===== config.mk =====
export PLATFORM = sky130hd
export DESIGN_NAME = fifo_ctrl
export DESIGN_NICKNAME = d
export VERILOG_FILES = /design/src/inc/fifo_ctrl_pkg.sv /design/src/hw/fifo_ctrl.sv
export SDC_FILE = /design/constraint.sdc
export NUM_CORES = 1
export LEC_CHECK = 0
export CORE_UTILIZATION = 60
export CTS_BUF_LIST = sky130_fd_sc_hd__clkbuf_8
export DETAILED_ROUTE_END_ITERATION = 16
export DONT_BUFFER_PORTS = 1
export PLACE_DENSITY = 0.76
export SLEW_MARGIN = 20
export SYNTH_ARGS = -nofsm -noshare
export SYNTH_HDL_FRONTEND = slang
export SYNTH_SLANG_ARGS = --single-unit

===== constraint.sdc =====
create_clock -name pclk -period 2.5 [get_ports pclk]
set_input_delay 0.25 -clock pclk [delete_from_list [all_inputs] [get_ports pclk]]
set_output_delay 0.25 -clock pclk [all_outputs]
set_load 0.02 [all_outputs]

===== src/inc/fifo_ctrl_pkg.sv =====
// Purpose: constants and types shared by the queue controller
// Assumes: one clock pclk at 200 MHz, APB slave with 32-bit data
// Notes: offsets are byte addresses of aligned words
package fifo_ctrl_pkg;
  localparam int DATA_W = 32;
  localparam int ADDR_W = 12;
  // register offsets
  localparam logic [11:0] OFF_CTRL = 12'h000;
  localparam logic [11:0] OFF_WDATA = 12'h004;
  localparam logic [11:0] OFF_RCMD = 12'h008;
  localparam logic [11:0] OFF_STATUS = 12'h00C;
  localparam logic [11:0] OFF_RDATA = 12'h010;
  // control fields
  localparam int CTRL_CLEAR_BIT = 0;
  localparam int CTRL_ACLR_BIT = 1;
  localparam logic CTRL_ACLR_RESET = 1'b0;
  // status fields
  localparam int ST_BUSY_BIT = 0;
  localparam int ST_READY_BIT = 1;
  localparam int ST_FULL_BIT = 2;
  localparam int ST_PROT_BIT = 3;
  localparam int ST_EMPTY_BIT = 4;
  localparam int ST_RXV_BIT = 5;
  localparam int ST_PEND_BIT = 6;
  localparam int ST_DROP_BIT = 7;
  // clear sequence counts in pclk cycles
  localparam logic [5:0] WARMUP_CYCLES = 6'h08;
  localparam logic [5:0] ACLR_CYCLES = 6'h02;
  localparam logic [5:0] SCLR_CYCLES = 6'h22;
  localparam logic [5:0] SETTLE_CYCLES = 6'h09;
  // read wait parts: queue latency per storage type, then sync stages and margin
  localparam logic [3:0] LAT_LOGIC = 4'h5;
  localparam logic [3:0] LAT_BLOCK = 4'h6;
  localparam logic [3:0] SYNC_STAGES = 4'h2;
  localparam logic [3:0] READ_MARGIN = 4'h2;
  typedef enum logic [1:0] {ST_WARMUP, ST_CLEAR, ST_SETTLE, ST_RUN} seq_t;
endpackage : fifo_ctrl_pkg


===== src/hw/fifo_ctrl.sv =====
// Purpose: controller driving a dual_clock_queue used in single-clock mode
// Assumes: queue clocks both tied to pclk, single_clock_select = 1
// Notes: one read in flight at a time, so no received word is ever lost
`timescale 1ns/1ps
module fifo_ctrl
  import fifo_ctrl_pkg::*;
#(
  parameter bit storage_type_select = 1'b0
)
(
  // clock and reset
  input wire logic pclk,
  input wire logic presetn,
  // apb slave
  input wire logic psel,
  input wire logic penable,
  input wire logic pwrite,
  input wire logic [ADDR_W-1:0] paddr,
  input wire logic [DATA_W-1:0] pwdata,
  output logic [DATA_W-1:0] prdata,
  output logic pready,
  output logic pslverr,
  // queue clears
  output logic w_aclr,
  output logic r_aclr,
  output logic w_sclr,
  output logic r_sclr,
  // queue write side
  output logic w_req,
  output logic [DATA_W-1:0] w_data,
  input wire logic w_full,
  input wire logic w_ready,
  // queue read side
  output logic r_req,
  input wire logic [DATA_W-1:0] r_data,
  input wire logic r_valid,
  input wire logic r_empty
);

  localparam logic [3:0] READ_WAIT =
    (storage_type_select ? LAT_BLOCK : LAT_LOGIC) + SYNC_STAGES + READ_MARGIN;

  typedef struct packed {
    seq_t st;
    logic [5:0] cnt;
    logic use_aclr;
    logic aclr;
    logic sclr;
    logic wr;
    logic [DATA_W-1:0] wdat;
    logic rd;
    logic pend;
    logic [3:0] rcnt;
    logic [DATA_W-1:0] rx_data;
    logic rx_valid;
    logic drop;
    logic [DATA_W-1:0] rdata;
    logic err;
  } state_t;

  state_t state_reg;
  state_t state_next;

  logic setup;
  logic access;
  logic running;
  logic can_write;
  logic [DATA_W-1:0] status_word;

  // queue outputs through two flip-flops; single clock, no pointer crossing here
  logic full_seen;
  logic writable_seen;
  logic empty_seen;
  logic valid_seen;
  logic [DATA_W-1:0] data_seen;

  pin_sync #(
    .WIDTH(1)
  ) full_sync_u (
    .pclk(pclk),
    .presetn(presetn),
    .din(w_full),
    .dout(full_seen)
  );

  pin_sync #(
    .WIDTH(1)
  ) protect_sync_u (
    .pclk(pclk),
    .presetn(presetn),
    .din(w_ready),
    .dout(writable_seen)
  );

  pin_sync #(
    .WIDTH(1)
  ) empty_sync_u (
    .pclk(pclk),
    .presetn(presetn),
    .din(r_empty),
    .dout(empty_seen)
  );

  pin_sync #(
    .WIDTH(1)
  ) valid_sync_u (
    .pclk(pclk),
    .presetn(presetn),
    .din(r_valid),
    .dout(valid_seen)
  );

  pin_sync #(
    .WIDTH(DATA_W)
  ) data_sync_u (
    .pclk(pclk),
    .presetn(presetn),
    .din(r_data),
    .dout(data_seen)
  );

  always_comb
  begin
    setup = psel && !penable;
    access = psel && penable;
    running = state_reg.st == ST_RUN;
    can_write = running && !full_seen && writable_seen;
    status_word = '0;
    status_word[ST_BUSY_BIT] = !running;
    status_word[ST_READY_BIT] = running;
    status_word[ST_FULL_BIT] = running && full_seen;
    status_word[ST_PROT_BIT] = running && !writable_seen;
    status_word[ST_EMPTY_BIT] = running && empty_seen;
    status_word[ST_RXV_BIT] = state_reg.rx_valid;
    status_word[ST_PEND_BIT] = state_reg.pend;
    status_word[ST_DROP_BIT] = state_reg.drop;

    state_next = state_reg;
    state_next.wr = 1'b0;
    state_next.rd = 1'b0;

    // clear sequence
    unique case (state_reg.st)
      ST_WARMUP:
      begin
        state_next.aclr = state_reg.use_aclr;
        state_next.sclr = 1'b1;
        state_next.cnt = state_reg.cnt + 6'h01;
        if (state_reg.cnt >= WARMUP_CYCLES)
        begin
          state_next.st = ST_CLEAR;
          state_next.cnt = '0;
        end
      end
      ST_CLEAR:
      begin
        state_next.cnt = state_reg.cnt + 6'h01;
        if (state_reg.cnt >= ACLR_CYCLES)
          state_next.aclr = 1'b0;
        if (state_reg.cnt >= SCLR_CYCLES)
        begin
          state_next.sclr = 1'b0;
          state_next.st = ST_SETTLE;
          state_next.cnt = '0;
        end
      end
      ST_SETTLE:
      begin
        state_next.cnt = state_reg.cnt + 6'h01;
        if (state_reg.cnt >= SETTLE_CYCLES)
        begin
          state_next.st = ST_RUN;
          state_next.cnt = '0;
        end
      end
      ST_RUN:
      begin
        state_next.cnt = '0;
      end
    endcase

    // read in flight: wait for valid or for the latency window to close
    if (state_reg.pend)
    begin
      state_next.rcnt = state_reg.rcnt + 4'h1;
      if (valid_seen)
      begin
        state_next.rx_data = data_seen;
        state_next.rx_valid = 1'b1;
        state_next.pend = 1'b0;
      end
      else if (state_reg.rcnt >= READ_WAIT)
      begin
        state_next.pend = 1'b0;
      end
    end

    // apb
    if (setup)
    begin
      state_next.err = 1'b0;
      state_next.rdata = '0;
      unique case (paddr)
        OFF_CTRL:
          state_next.rdata[CTRL_ACLR_BIT] = state_reg.use_aclr;
        OFF_STATUS:
          state_next.rdata = status_word;
        OFF_RDATA:
          state_next.rdata = state_reg.rx_data;
        OFF_WDATA, OFF_RCMD:
          state_next.rdata = '0;
        default:
          state_next.err = 1'b1;
      endcase
    end
    if (access && !state_reg.err)
    begin
      if (pwrite)
      begin
        unique case (paddr)
          OFF_CTRL:
          begin
            state_next.use_aclr = pwdata[CTRL_ACLR_BIT];
            if (pwdata[CTRL_CLEAR_BIT])
            begin
              state_next.st = ST_WARMUP;
              state_next.cnt = '0;
              state_next.pend = 1'b0;
              state_next.rx_valid = 1'b0;
            end
          end
          OFF_WDATA:
          begin
            if (can_write)
            begin
              state_next.wr = 1'b1;
              state_next.wdat = pwdata;
            end
            else
              state_next.drop = 1'b1;
          end
          OFF_RCMD:
          begin
            if (running && !state_reg.pend && !state_reg.rx_valid)
            begin
              state_next.rd = 1'b1;
              state_next.pend = 1'b1;
              state_next.rcnt = '0;
            end
          end
          OFF_STATUS:
          begin
            if (pwdata[ST_DROP_BIT])
              state_next.drop = 1'b0;
          end
          default:
          begin
            state_next.drop = state_reg.drop;
          end
        endcase
      end
      else if (paddr == OFF_RDATA && !(state_reg.pend && valid_seen))
        state_next.rx_valid = 1'b0;
    end
  end

  always_ff @(posedge pclk or negedge presetn)
  begin
    if (!presetn)
    begin
      state_reg <= '0;
      state_reg.st <= ST_WARMUP;
      state_reg.use_aclr <= CTRL_ACLR_RESET;
      state_reg.sclr <= 1'b1;
    end
    else
      state_reg <= state_next;
  end

  assign prdata = state_reg.rdata;
  assign pready = 1'b1;
  assign pslverr = access && state_reg.err;
  assign w_aclr = state_reg.aclr;
  assign r_aclr = state_reg.aclr;
  assign w_sclr = state_reg.sclr;
  assign r_sclr = state_reg.sclr;
  assign w_req = state_reg.wr;
  assign w_data = state_reg.wdat;
  assign r_req = state_reg.rd;

endmodule : fifo_ctrl

// two-stage register for one queue output
module pin_sync
  import fifo_ctrl_pkg::*;
#(
  parameter int WIDTH = 1
)
(
  // clock and reset
  input wire logic pclk,
  input wire logic presetn,
  // data
  input wire logic [WIDTH-1:0] din,
  output logic [WIDTH-1:0] dout
);

  typedef struct packed {
    logic [WIDTH-1:0] first;
    logic [WIDTH-1:0] second;
  } sync_t;

  sync_t sync_reg;
  sync_t sync_next;

  always_comb
  begin
    sync_next.first = din;
    // only the second stage reads the first
    sync_next.second = sync_reg.first;
  end

  always_ff @(posedge pclk or negedge presetn)
  begin
    if (!presetn)
      sync_reg <= '0;
    else
      sync_reg <= sync_next;
  end

  assign dout = sync_reg.second;

endmodule : pin_sync


==> impl_metrics.json <==
{
  "outcome": "complete, but fails checks",
  "failed_checks": "negative hold slack",
  "r2r_setup_slack_ns": 0.49,
  "reg2reg_from": "state_reg[110]",
  "seq_area_frac_synth_pct": 64.64,
  "cts_max_level": 4,
  "p_sw_share_pct": 21.43,
  "stdcell_area_sq_um": 8036,
  "syn_area_sq_um": 7318,
  "dieHeight_um": 112.4,
  "clock-sinks": 189,
  "p_switching_mw": 1.123,
  "synthArstFlopShare_pct": 100.0,
  "clock_path_buffers": 2,
  "critPathLaunchType": "input pin",
  "finalHoldViolCount": 189,
  "yosys.area.top_type_share_pct": 64.28,
  "grt_overflow": 0,
  "synth-main-ff-cell": "dfrtp_1",
  "yosys.area.top_type": "dfrtp_1",
  "cp-startpoint": "paddr[8]",
  "vias_per_cell": 5.536,
  "timing.final.crit_share_pct": 84.90,
  "wl_per_cell_um": 18.85,
  "drive_gt1_share_pct": 19.00,
  "setup_viol": 0,
  "n_fill_cell": 782,
  "relSlewSlack_pct": 58.46,
  "use_met3_pct": 7.613,
  "fmax_ghz": 0.4711,
  "path_clk_slew_ns": 0.10,
  "ys_warn_count": 0,
  "layout_commonest_cell": "dfrtp_1",
  "clock_skew_ns": 0.01197,
  "whs_ns": -0.5261,
  "rsz0062_at_grt": "no",
  "antenna_left": 0,
  "max_cap_violations": 0,
  "r2r_cells": 6,
  "power_frac_clock_pct": 37.6,
  "core-area_sq_um": 11660,
  "powerDensity_nw_per_um2": 652.2,
  "postCtsHoldBufs": 76,
  "min_path_type": "in -> async",
  "grt_max_degree": 190,
  "fin_cells": 701,
  "syn_nets": 626,
  "cp-endpoint": "state_reg[34]",
  "min_period_ns": 2.123,
  "cts-root-buf": "clkbuf_8",
  "grt_pass1_wl_um": 21140,
  "leakagePower_nw": 3.954,
  "post-route-drc-count": 0,
  "die_x_um": 112.4,
  "end_kind": "flop",
  "met1_usage_pct": 26.61,
  "track_usage_pct": 22.53,
  "io_buffers": 0,
  "final_cell_mix": "dfrtp_1, dlygate4sd3_1, nand2_1, nand3_1, mux2_2",
  "io_pins": 157,
  "met2_usage_pct": 37.85,
  "drt-pass1-iter-count": 4,
  "ys_ff_latch": 189,
  "place_area_sq_um": 6885,
  "syn_inst": 534,
  "p_int_mw": 4.118,
  "drv_slew": 0,
  "antenna_found_initial": 0,
  "worst_pin_slew_ns": 0.6074,
  "power.total_mw": 5.241,
  "top_usage_layer": "met2",
  "seq_area_sq_um": 4731,
  "start_util_pct": 62.75,
  "multi_input_area_sq_um": 1873,
  "synth_cell_type_count": 45,
  "dp_hpwl_um": 8026,
  "path_class": "in -> reg",
  "final_nets": 637,
  "drt_iter0_drc": 176,
  "power.share.sequential_pct": 59.8,
  "syn2layout_area_growth_pct": 9.814,
  "cts_setup_buffers": 0,
  "dieArea_sq_um": 12640,
  "insertion_delay_ns": 0.46,
  "synth_edf_count": 0,
  "largest_reg_flops": 49,
  "avgSynthCellArea_sq_um": 13.70,
  "num_vias": 3881,
  "placed_cells": 593,
  "reg2reg_to": "state_reg[110]",
  "diodes": 0,
  "cts_tree": "built",
  "place_congestion": 0.7743,
  "numCtsBuffers": 17,
  "max-vdd-ir-drop_mv": 0.6011,
  "cp_max_fo": 20,
  "grt_pass1_vias": 4135,
  "critPathArrivalTime_ns": 2.46,
  "finalSetupTns_ns": 0,
  "row_count": 39,
  "share_comb_of_total_power_pct": 2.6,
  "required_ns": 2.84,
  "wl_um": 13210,
  "synth.area.top_cells": "dfrtp_1, buf_4, mux2_4",
  "cts_resized": 0
}
worst min-delay path by stage:
stage | cells past startpoint | end | startpoint
6_report | 0 | state_reg[69] | presetn
5_1_grt | 0 | state_reg[108] | presetn
4_1_cts | 0 | state_reg[108] | presetn
3_5_place_dp | 0 | prdata[1] | presetn
3_3_place_gp | 0 | w_data[2] | presetn
2_1_floorplan | 0 | data_sync_u.dout[0] | presetn
synthesized netlist by cell type, types with 2 or more instances:
cell and count:
buf_2 4, nand2b_1 2, xor2_1 4, nor3_1 9, nand2_1 61, a41o_1 2
inv_1 8, mux2_4 30, ha_1 7, buf_12 3, a31oi_1 2, and4_1 5
buf_4 69, nor3b_1 3, nor4_1 2, mux2_2 35, xnor2_1 3, o21ai_0 4
buf_6 4, clkbuf_1 11, nor2_1 9, dfrtp_1 188, nand3_1 35, a21oi_1 2
a221o_1 4, o31ai_1 2, and3_1 8
logic make-up after synthesis:
kind of cell | share of synthesized area (%)
other | 0.05124
DFF | 64.64
buffers and inverters | 9.814
AOI/OAI and AO/OA | 2.291
muxes | 11.68
xor gates and xnor gates | 0.8378
adders and majority gates | 1.197
and+or+nand+nor | 9.489
routing by layer:
| metal | vias up | part of all wire [%] |
|---|---|---|
| li1 | 1753 | - |
| met1 | 1942 | 40 |
| met2 | 163 | 50 |
| met3 | 23 | 7.5 |
| met4 | 0 | 2.1 |
| met5 | - | 0 |
stage by stage:
step                      hold slack (ns)  worst slack [ns]  utilization, %
final                             -0.5261            0.3775           68.91
after floorplan                  -0.04559            0.8207               -
after detailed placement         -0.04088            0.5286           59.04
after CTS                         -0.5640            0.4897           68.91
after global routing              -0.5604            0.2761           68.91
after global placement           -0.04089            0.6005           59.04
power by group through the flow:
stage,clock (mW),combinational [mW],sequential (mW)
2_1_floorplan,0,0.0330,3.19
3_3_place_gp,0,0.0395,3.19
3_5_place_dp,0,0.0405,3.19
4_1_cts,2.03,0.134,3.13
5_1_grt,2.14,0.144,3.14
6_report,1.97,0.136,3.13
cell type report:
class                           instances  share of cell area (%)
Sequential cell                       189                   58.87
Tap cell                              143                   2.226
Inverter                                8                  0.3737
Clock inverter                         14                   1.775
Multi-Input combinational cell        245                   23.31
Timing Repair Buffer                   84                   10.37
Clock buffer                           18                   3.083
worst max-delay path: stages:
cell and delay [ns]:
dlygate4sd3_1 0.56, nor4_2 0.23, and4_1 0.31, buf_4 0.28, a41o_1 0.20, dlygate4sd3_1 0.55
a21oi_1 0.07
No activity file was read; power rests on OpenSTA's default activity.
